===== src/core/wdu_pkg.sv =====
// Package for the watchdog unit: register map, field positions, reset values, states.
// Assumes a 32-bit APB slave at byte addresses on a 100 MHz pclk.
package wdu_pkg;

  localparam int unsigned PCLK_HZ         = 100_000_000;
  localparam int unsigned WATCHDOG_CLOCK_HZ        = 2_000_000;
  localparam int unsigned WATCHDOG_CLOCK_DIV       = PCLK_HZ / WATCHDOG_CLOCK_HZ;
  localparam logic [5:0]  WATCHDOG_CLOCK_DIV_LAST  = 6'(WATCHDOG_CLOCK_DIV - 1);
  localparam logic [1:0]  PRESCALE_LAST   = 2'h3;
  localparam logic [23:0] RELOAD_FLOOR    = 24'h00_00FF;
  localparam logic [23:0] RELOAD_RESET    = 24'hFF_FFFF;
  localparam logic [7:0]  FEED_KEY1       = 8'hAA;
  localparam logic [7:0]  FEED_KEY2       = 8'h55;
  localparam logic [7:0]  RESET_PULSE_LEN = 8'h10;

  localparam logic [11:0] OFF_CTRL   = 12'h000;
  localparam logic [11:0] OFF_RELOAD = 12'h004;
  localparam logic [11:0] OFF_FEED   = 12'h008;
  localparam logic [11:0] OFF_COUNT  = 12'h00C;
  localparam logic [11:0] OFF_STATUS = 12'h010;

  localparam int unsigned CTRL_EN_BIT   = 0;
  localparam int unsigned CTRL_RST_BIT  = 1;
  localparam int unsigned CTRL_CLK_BIT  = 2;
  localparam int unsigned STAT_RST_BIT  = 0;
  localparam int unsigned STAT_IRQ_BIT  = 1;

  typedef enum logic [1:0] {
    WDU_FEED_IDLE = 2'b00,
    WDU_FEED_KEY1 = 2'b01
  } wdu_feed_e;

  typedef struct packed {
    logic        psel;
    logic        penable;
    logic        pwrite;
    logic [11:0] paddr;
    logic [31:0] pwdata;
  } wdu_apb_req_s;

endpackage


===== src/core/wdu_core.sv =====
// Watchdog unit: clock select, divide-by-4 prescaler, 24-bit down-counter, feed check, APB registers.
// Assumes the external watchdog clock arrives asynchronously and is much slower than pclk.
// Overview of operation
// - The watchdog clock is divided by four before it steps the 24-bit counter.
// - The counter decrements by one on each prescaled tick while the watchdog runs.
// - A reload value below 0xFF is replaced by 0xFF when loaded.
// - The timeout spans 256x4 to 2^24x4 watchdog clock periods in steps of four periods.
// - Software must reload before the interval runs out, otherwise a system reset or an interrupt is raised, chosen by the reset-select bit.
// - Software can set the enable, which then holds until a hardware reset or a watchdog event.
// - A wrong or unfinished feed sequence while enabled raises a reset or an interrupt.
// - A readable flag records that the last reset came from the watchdog.
// - The watchdog clock is an internal 2 MHz tick or the external clock, chosen by a control bit.
//
// The APB interface to the registers and the register addresses were left to the implementer.
`timescale 1ns/100ps
module wdu_core
  import wdu_pkg::*;
(
  input  wire logic                  pclk,
  input  wire logic                  presetn,
  input  wire wdu_pkg::wdu_apb_req_s apb_req,
  output logic [31:0]                prdata,
  output logic                       pready,
  output logic                       pslverr,
  input  wire logic                  ext_watchdog_clock,
  output logic                       wdu_sys_reset,
  output logic                       wdu_irq
);
  import wdu_pkg::*;

  logic [2:0]  ext_sync_q, ext_sync_d;
  logic [5:0]  div_q, div_d;
  logic [1:0]  pre_q, pre_d;
  logic [23:0] cnt_q, cnt_d;
  logic [23:0] reload_q, reload_d;
  logic        en_q, en_d;
  logic        rst_sel_q, rst_sel_d;
  logic        clk_sel_q, clk_sel_d;
  logic        rst_flag_q, rst_flag_d;
  logic        irq_flag_q, irq_flag_d;
  logic        irq_q, irq_d;
  logic [7:0]  rst_cnt_q, rst_cnt_d;
  logic        sysrst_q, sysrst_d;
  wdu_feed_e   feed_q, feed_d;
  logic [31:0] prdata_q, prdata_d;
  logic        pready_q, pready_d;
  logic        pslverr_q, pslverr_d;

  logic        wd_tick, pre_tick, wr, rd, feed_wr, feed_ok, feed_bad, fire;
  logic [23:0] reload_val;

  always_comb begin
    ext_sync_d = {ext_sync_q[1:0], ext_watchdog_clock};
    div_d      = (div_q == WATCHDOG_CLOCK_DIV_LAST) ? 6'h00 : div_q + 6'h01;
    // Edge taken only from the second and third stages of the synchroniser
    wd_tick    = clk_sel_q ? (ext_sync_q[1] & ~ext_sync_q[2]) : (div_q == WATCHDOG_CLOCK_DIV_LAST);
    wr         = apb_req.psel & apb_req.penable & apb_req.pwrite & ~pready_q;
    rd         = apb_req.psel & apb_req.penable & ~apb_req.pwrite & ~pready_q;
    feed_wr    = wr & (apb_req.paddr == OFF_FEED);
    reload_val = (reload_q < RELOAD_FLOOR) ? RELOAD_FLOOR : reload_q;

    // Feed sequence: first key then second key on consecutive feed writes
    feed_d   = feed_q;
    feed_ok  = 1'b0;
    feed_bad = 1'b0;
    if (feed_wr && en_q) begin
      case (feed_q)
        WDU_FEED_IDLE: begin
          if (apb_req.pwdata[7:0] == FEED_KEY1) begin
            feed_d = WDU_FEED_KEY1;
          end else begin
            feed_bad = 1'b1;
          end
        end
        WDU_FEED_KEY1: begin
          feed_d = WDU_FEED_IDLE;
          if (apb_req.pwdata[7:0] == FEED_KEY2) begin
            feed_ok = 1'b1;
          end else begin
            feed_bad = 1'b1;
          end
        end
        default: feed_d = WDU_FEED_IDLE;
      endcase
    end else if (wr && en_q && feed_q == WDU_FEED_KEY1) begin
      // Any other register write between the two keys leaves the feed unfinished
      feed_bad = 1'b1;
      feed_d   = WDU_FEED_IDLE;
    end
    // A half-done sequence must not outlive an expiry, or the next first key would count as the second
    if (!en_q) begin
      feed_d = WDU_FEED_IDLE;
    end

    // Prescaler only runs while enabled so the interval starts at the enable boundary; a feed does not clear it
    pre_d    = en_q ? (wd_tick ? pre_q + 2'h1 : pre_q) : 2'h0;
    pre_tick = en_q & wd_tick & (pre_q == PRESCALE_LAST);
    fire     = (en_q & pre_tick & (cnt_q == 24'h00_0000)) | feed_bad;

    cnt_d = cnt_q;
    if (feed_ok || !en_q) begin
      cnt_d = reload_val;
    end else if (pre_tick && cnt_q != 24'h00_0000) begin
      cnt_d = cnt_q - 24'h00_0001;
    end

    en_d      = en_q;
    rst_sel_d = rst_sel_q;
    clk_sel_d = clk_sel_q;
    reload_d  = reload_q;
    if (wr && apb_req.paddr == OFF_CTRL) begin
      en_d      = en_q | apb_req.pwdata[CTRL_EN_BIT];
      if (!en_q) begin
        rst_sel_d = apb_req.pwdata[CTRL_RST_BIT];
        clk_sel_d = apb_req.pwdata[CTRL_CLK_BIT];
      end
    end
    if (wr && apb_req.paddr == OFF_RELOAD) begin
      reload_d = apb_req.pwdata[23:0];
    end
    if (fire) begin
      en_d = 1'b0;
    end

    // Status bits clear on write-one; a new event in the same cycle wins
    irq_flag_d = irq_flag_q;
    rst_flag_d = rst_flag_q;
    if (wr && apb_req.paddr == OFF_STATUS) begin
      irq_flag_d = irq_flag_q & ~apb_req.pwdata[STAT_IRQ_BIT];
      rst_flag_d = rst_flag_q & ~apb_req.pwdata[STAT_RST_BIT];
    end
    if (fire && !rst_sel_q) begin
      irq_flag_d = 1'b1;
    end
    if (fire && rst_sel_q) begin
      rst_flag_d = 1'b1;
    end
    irq_d = irq_flag_d;

    // Reset pulse of fixed length; the flag lives in this block so it survives the pulse
    rst_cnt_d = (rst_cnt_q != 8'h00) ? rst_cnt_q - 8'h01 : 8'h00;
    if (fire && rst_sel_q) begin
      rst_cnt_d = RESET_PULSE_LEN;
    end
    sysrst_d = (rst_cnt_d != 8'h00);
  end

  // Read port; reads carry no side effect, so STATUS and COUNT can be polled at any time
  always_comb begin
    pready_d  = apb_req.psel & apb_req.penable & ~pready_q;
    pslverr_d = 1'b0;
    prdata_d  = 32'h0000_0000;
    if (rd) begin
      case (apb_req.paddr)
        OFF_CTRL:   prdata_d = {29'h0000_0000, clk_sel_q, rst_sel_q, en_q};
        OFF_RELOAD: prdata_d = {8'h00, reload_q};
        OFF_FEED:   prdata_d = 32'h0000_0000;
        OFF_COUNT:  prdata_d = {8'h00, cnt_q};
        OFF_STATUS: prdata_d = {30'h0000_0000, irq_flag_q, rst_flag_q};
        default:    pslverr_d = 1'b1;
      endcase
    end
    if (wr) begin
      case (apb_req.paddr)
        OFF_CTRL, OFF_RELOAD, OFF_FEED, OFF_STATUS: pslverr_d = 1'b0;
        default:                                    pslverr_d = 1'b1;
      endcase
    end
  end

  always_ff @(posedge pclk or negedge presetn) begin
    if (!presetn) begin
      ext_sync_q <= 3'h0;
      div_q      <= 6'h00;
      pre_q      <= 2'h0;
      cnt_q      <= RELOAD_RESET;
      reload_q   <= RELOAD_RESET;
      en_q       <= 1'b0;
      rst_sel_q  <= 1'b0;
      clk_sel_q  <= 1'b0;
      rst_flag_q <= 1'b0;
      irq_flag_q <= 1'b0;
      irq_q      <= 1'b0;
      rst_cnt_q  <= 8'h00;
      sysrst_q   <= 1'b0;
      feed_q     <= WDU_FEED_IDLE;
    end else begin
      ext_sync_q <= ext_sync_d;
      div_q      <= div_d;
      pre_q      <= pre_d;
      cnt_q      <= cnt_d;
      reload_q   <= reload_d;
      en_q       <= en_d;
      rst_sel_q  <= rst_sel_d;
      clk_sel_q  <= clk_sel_d;
      rst_flag_q <= rst_flag_d;
      irq_flag_q <= irq_flag_d;
      irq_q      <= irq_d;
      rst_cnt_q  <= rst_cnt_d;
      sysrst_q   <= sysrst_d;
      feed_q     <= feed_d;
    end
  end

  always_ff @(posedge pclk or negedge presetn) begin
    if (!presetn) begin
      prdata_q  <= 32'h0000_0000;
      pready_q  <= 1'b0;
      pslverr_q <= 1'b0;
    end else begin
      prdata_q  <= prdata_d;
      pready_q  <= pready_d;
      pslverr_q <= pslverr_d;
    end
  end

  assign prdata        = prdata_q;
  assign pready        = pready_q;
  assign pslverr       = pslverr_q;
  assign wdu_sys_reset = sysrst_q;
  assign wdu_irq       = irq_q;

endmodule


===== config.mk =====
export PLATFORM = sky130hd
export DESIGN_NAME = wdu_core
export DESIGN_NICKNAME = d
export VERILOG_FILES = /design/src/core/wdu_pkg.sv /design/src/core/wdu_core.sv
export SDC_FILE = /design/constraint.sdc
export NUM_CORES = 1
export LEC_CHECK = 0
export BUFFER_PORTS_ARGS = -buffer_cell sky130_fd_sc_hd__buf_2
export CAP_MARGIN = 10
export CELL_PAD_IN_SITES_DETAIL_PLACEMENT = 0
export CELL_PAD_IN_SITES_GLOBAL_PLACEMENT = 1
export CORE_ASPECT_RATIO = 1.2
export CORE_MARGIN = 1.5
export CORE_UTILIZATION = 48
export DETAILED_ROUTE_END_ITERATION = 8
export PLACE_DENSITY_LB_ADDON = 0.1
export RECOVER_POWER = 25
export SLEW_MARGIN = 20
export SYNTH_ARGS = -nofsm -noshare
export SYNTH_HDL_FRONTEND = slang
export SYNTH_SLANG_ARGS = --single-unit
export TNS_END_PERCENT = 5

===== constraint.sdc =====
create_clock -name pclk -period 4 [get_ports pclk]
set_input_delay 0.2 -clock pclk [delete_from_list [all_inputs] [get_ports pclk]]
set_output_delay 0.2 -clock pclk [all_outputs]
set_load 0.02 [all_outputs]

==> impl_metrics.csv <==
group,metric,value,unit
power,p_per_area,345.3,nW/um^2
worst_setup_path,critPathTopFamily,"simple AND/OR/NAND/NOR gates",
timing,fin_ws,1.304,ns
synthesis,async_reset_ff_share,100.0,%
die,fp.coreArea,10520,um^2
routing,viasPerCell,5.933,
die,die_width,97.80,um
timing,fin_crit_sh,67.40,%
timing,final.min_clock_period,2.696,ns
synthesis,synth-seq-cells,100,
worst_setup_path,crit_fanout,19,
synthesis,yosys-top-cells-area,"dfrtp_1 25%, dfstp_2 24%, mux2_1 4.6%",
grt,antenna_found_initial,0,
worst_setup_path,cp-end-kind,"flip-flop",
clock_tree,cts-root-buf,"clkbuf_16",
grt,grt_max_degree,70,
synthesis,ys_top_cells_by_count,"54 x nor2_1, 52 x dfrtp_1, 48 x dfstp_2",
grt,busiest_layer,"met2",
timing,final-setup-viol-count,0,
die,initial_utilization,49.22,%
routing,drc_errors,0,
power,p_leak,0.002340,uW
grt,grt_overflow,0,
cells_and_area,area_delta_synth_final,14.02,%
worst_setup_path,critPathBufInv,1,
routing,dr_total_vias,4088,
worst_setup_path,criticalPathCategory,"flip-flop to flip-flop",
routing,postRouteAntennaNets,0,
routing,drt_iter0_drc,302,
die,die_y,116.8,um
worst_setup_path,cp.required,4.27,ns
placed_design,dp_hpwl,8.295,mm
clock_tree,max-clock-path-buffers,2,
worst_setup_path,critPathMaxStageDelay,0.57,ns
synthesis,ys_seq_area_share,49.50,%
die,die_area,11420,um^2
die,ios,86,
run_status,violations,"capacitance limit, slew limit",
die,std_cell_rows,41,
clock_tree,cts_buffers,9,
cells_and_area,final_nets,611,
clock_tree,cts_setup_buffers,0,
timing,clock_skew,0.005535,ns
clock_tree,clk-insertion-delay-late,0.35,ns
timing,finalHoldViolations,0,
clock_tree,clk_pin_slew_worst_paths,0.07,ns
timing,slew_headroom,-13.23,%
routing,drt_wl_total,12.10,mm
timing,whs,0.05473,ns
grt,grt_pass1_wl,19.43,mm
synthesis,yosys_warnings,0,
worst_setup_path,start_kind,"flip-flop",
hold_path,hp-class,"primary input to flip-flop",
clock_tree,htreeDepth,3,
timing,worst_pin_slew,1.698,ns
cells_and_area,diodes,0,
placed_design,portBuffers,69,
grt,first_global_vias,3839,
synthesis,syn_area_per_cell,10.50,um^2
grt,gr-usage-met2,37.22,%
synthesis,synth_edf_count,0,
worst_setup_path,worstPathArrival,2.97,ns
timing,finalMaxSlewViolations,70,
synthesis,synth_top_area_cell,"dfrtp_1",
placed_design,dpl_worst_slack,1.362,ns
grt,track_usage,21.81,%
cells_and_area,drive_above_1_share,23.21,%
synthesis,netlist_area,5176,um^2
power,power,2038,uW
clock_tree,cts_tree,"yes",
placed_design,place_congestion,0.8196,
synthesis,synth_top_area_share,25.14,%
routing,wl_per_cell,17.56,um
timing,fmax,0.3709,GHz
synthesis,yosysUniqueCellTypes,69,
run_status,status,"complete, but fails checks",
timing,grt_setup_unrepaired,"no",
grt,gr-usage-met3,3.531,%
power,vdd.ir_drop.worst,0.0001898,V
clock_tree,clock_sinks,100,
synthesis,synthCells,493,
grt,met1_usage,27.89,%
worst_setup_path,cp_slowest_cell,"dfstp_2",
routing,firstDrtPassIters,5,
timing,final.setup.tns,0,ns
job,maxCapViolations,1,
worst_setup_path,cp_cell_sequence,"inv_1 -> ha_1 -> nor4b_1 -> and4_1 -> a211o_1 -> or4_1 -> a31oi_1",
worst_setup_path,r2r_slack,1.30,ns
synthesis,synth.most_common_cell,"nor2_1",
synthesis,synth_top_flop_cell,"dfrtp_1",
==> layout make-up <==
class / count / area (um^2)
inverters: 9 / 33.78
flip-flops and latches: 100 / 2562
multi-input cells: 358 / 2442
clock inverters: 7 / 97.59
repair buffers: 77 / 379.1
clock buffers: 9 / 225.2
well taps: 129 / 161.4
fillers: 977 / 4614
==> placed cells by master, fill, tap and decap left out, types with 7 or more instances in the layout <==
master     instances
nor2_1            54
dfrtp_1           52
dfstp_2           48
buf_2             43
nand2_1           28
clkbuf_1          25
a22oi_1           22
mux2_1            21
nor3_1            13
or3_1             13
nand3_1           12
o21ai_0           12
a31oi_1           12
nor4_1            11
inv_1              9
nand2b_1           9
clkbuf_16          9
xnor2_1            8
conb_1             8
nand4_1            7
a21oi_1            7
o31ai_1            7
==> final timing paths <==
path,cells past startpoint,to,startpoint
setup / recovery,7,cnt_q[15],cnt_q[0]
hold / removal,3,reload_q[17],apb_req[17]
setup reg to reg,7,cnt_q[15],cnt_q[0]
hold reg to reg,0,ext_sync_q[1],ext_sync_q[0]
max in group asynchronous,3,cnt_q[20],presetn
min in group asynchronous,2,prdata[19],presetn
==> stage by stage <==
step,utilization (%),cells,instance area (um^2)
2_1_floorplan,-,500,5202
5_1_grt,56.12,689,5902
6_report,56.12,689,5902
3_5_place_dp,53.18,671,5593
4_1_cts,56.44,689,5936
3_3_place_gp,53.18,671,5593
==> logic make-up (layout without fill, tap and decap cells) <==
| kind of cell | Yosys count | count (layout) | share of synthesized area, % |
|---|---|---|---|
| fa+ha+maj | 6 | 6 | 1.450 |
| simple gates | 199 | 199 | 22.26 |
| xor+xnor | 11 | 11 | 1.861 |
| flops | 100 | 100 | 49.50 |
| mux | 27 | 27 | 5.777 |
| compound gates | 107 | 107 | 14.84 |
| other cells | 1 | 8 | 0.07245 |
| buf+inv | 42 | 102 | 4.230 |
==> per-layer routing <==
layer	up-vias	wire (um)
li1	1962	-
met1	2016	5517
met2	93	5941
met3	17	384
met4	0	253
met5	-	0
==> repair_timing <==
action | 4_1_cts | 5_1_grt
hold buffers | 2 | 0
resized for setup | 0 | 0
endpoints found under the hold margin | 8 | 0
==> worst register-to-register path: stages, from the launching register on <==
cell     delay, ns
dfstp_2       0.57
inv_1         0.09
ha_1          0.20
nor4b_1       0.15
and4_1        0.33
a211o_1       0.55
or4_1         0.55
a31oi_1       0.18
==> power breakdown <==
group / internal [uW] / switching [uW] / total, uW
logic: 24.3 / 50.6 / 74.9
clock network: 551 / 392 / 943
registers: 1020 / 2.82 / 1020
total: 1590 / 445 / 2040
==> state kept, by name, indices dropped and copies added (netlist names) <==
| name | cells |
|---|---|
| rst_cnt_q | 8 |
| pready | 1 |
| ext_sync_q | 3 |
| div_q | 6 |
| rst_sel_q | 1 |
| clk_sel_q | 1 |
| feed_q | 1 |
| en_q | 1 |
| rst_flag_q | 1 |
| wdu_irq | 1 |
| pre_q | 2 |
| wdu_sys_reset | 1 |
| cnt_q | 24 |
| pslverr | 1 |
| prdata | 24 |
| reload_q | 24 |
Power figures use the tool's default switching activity.
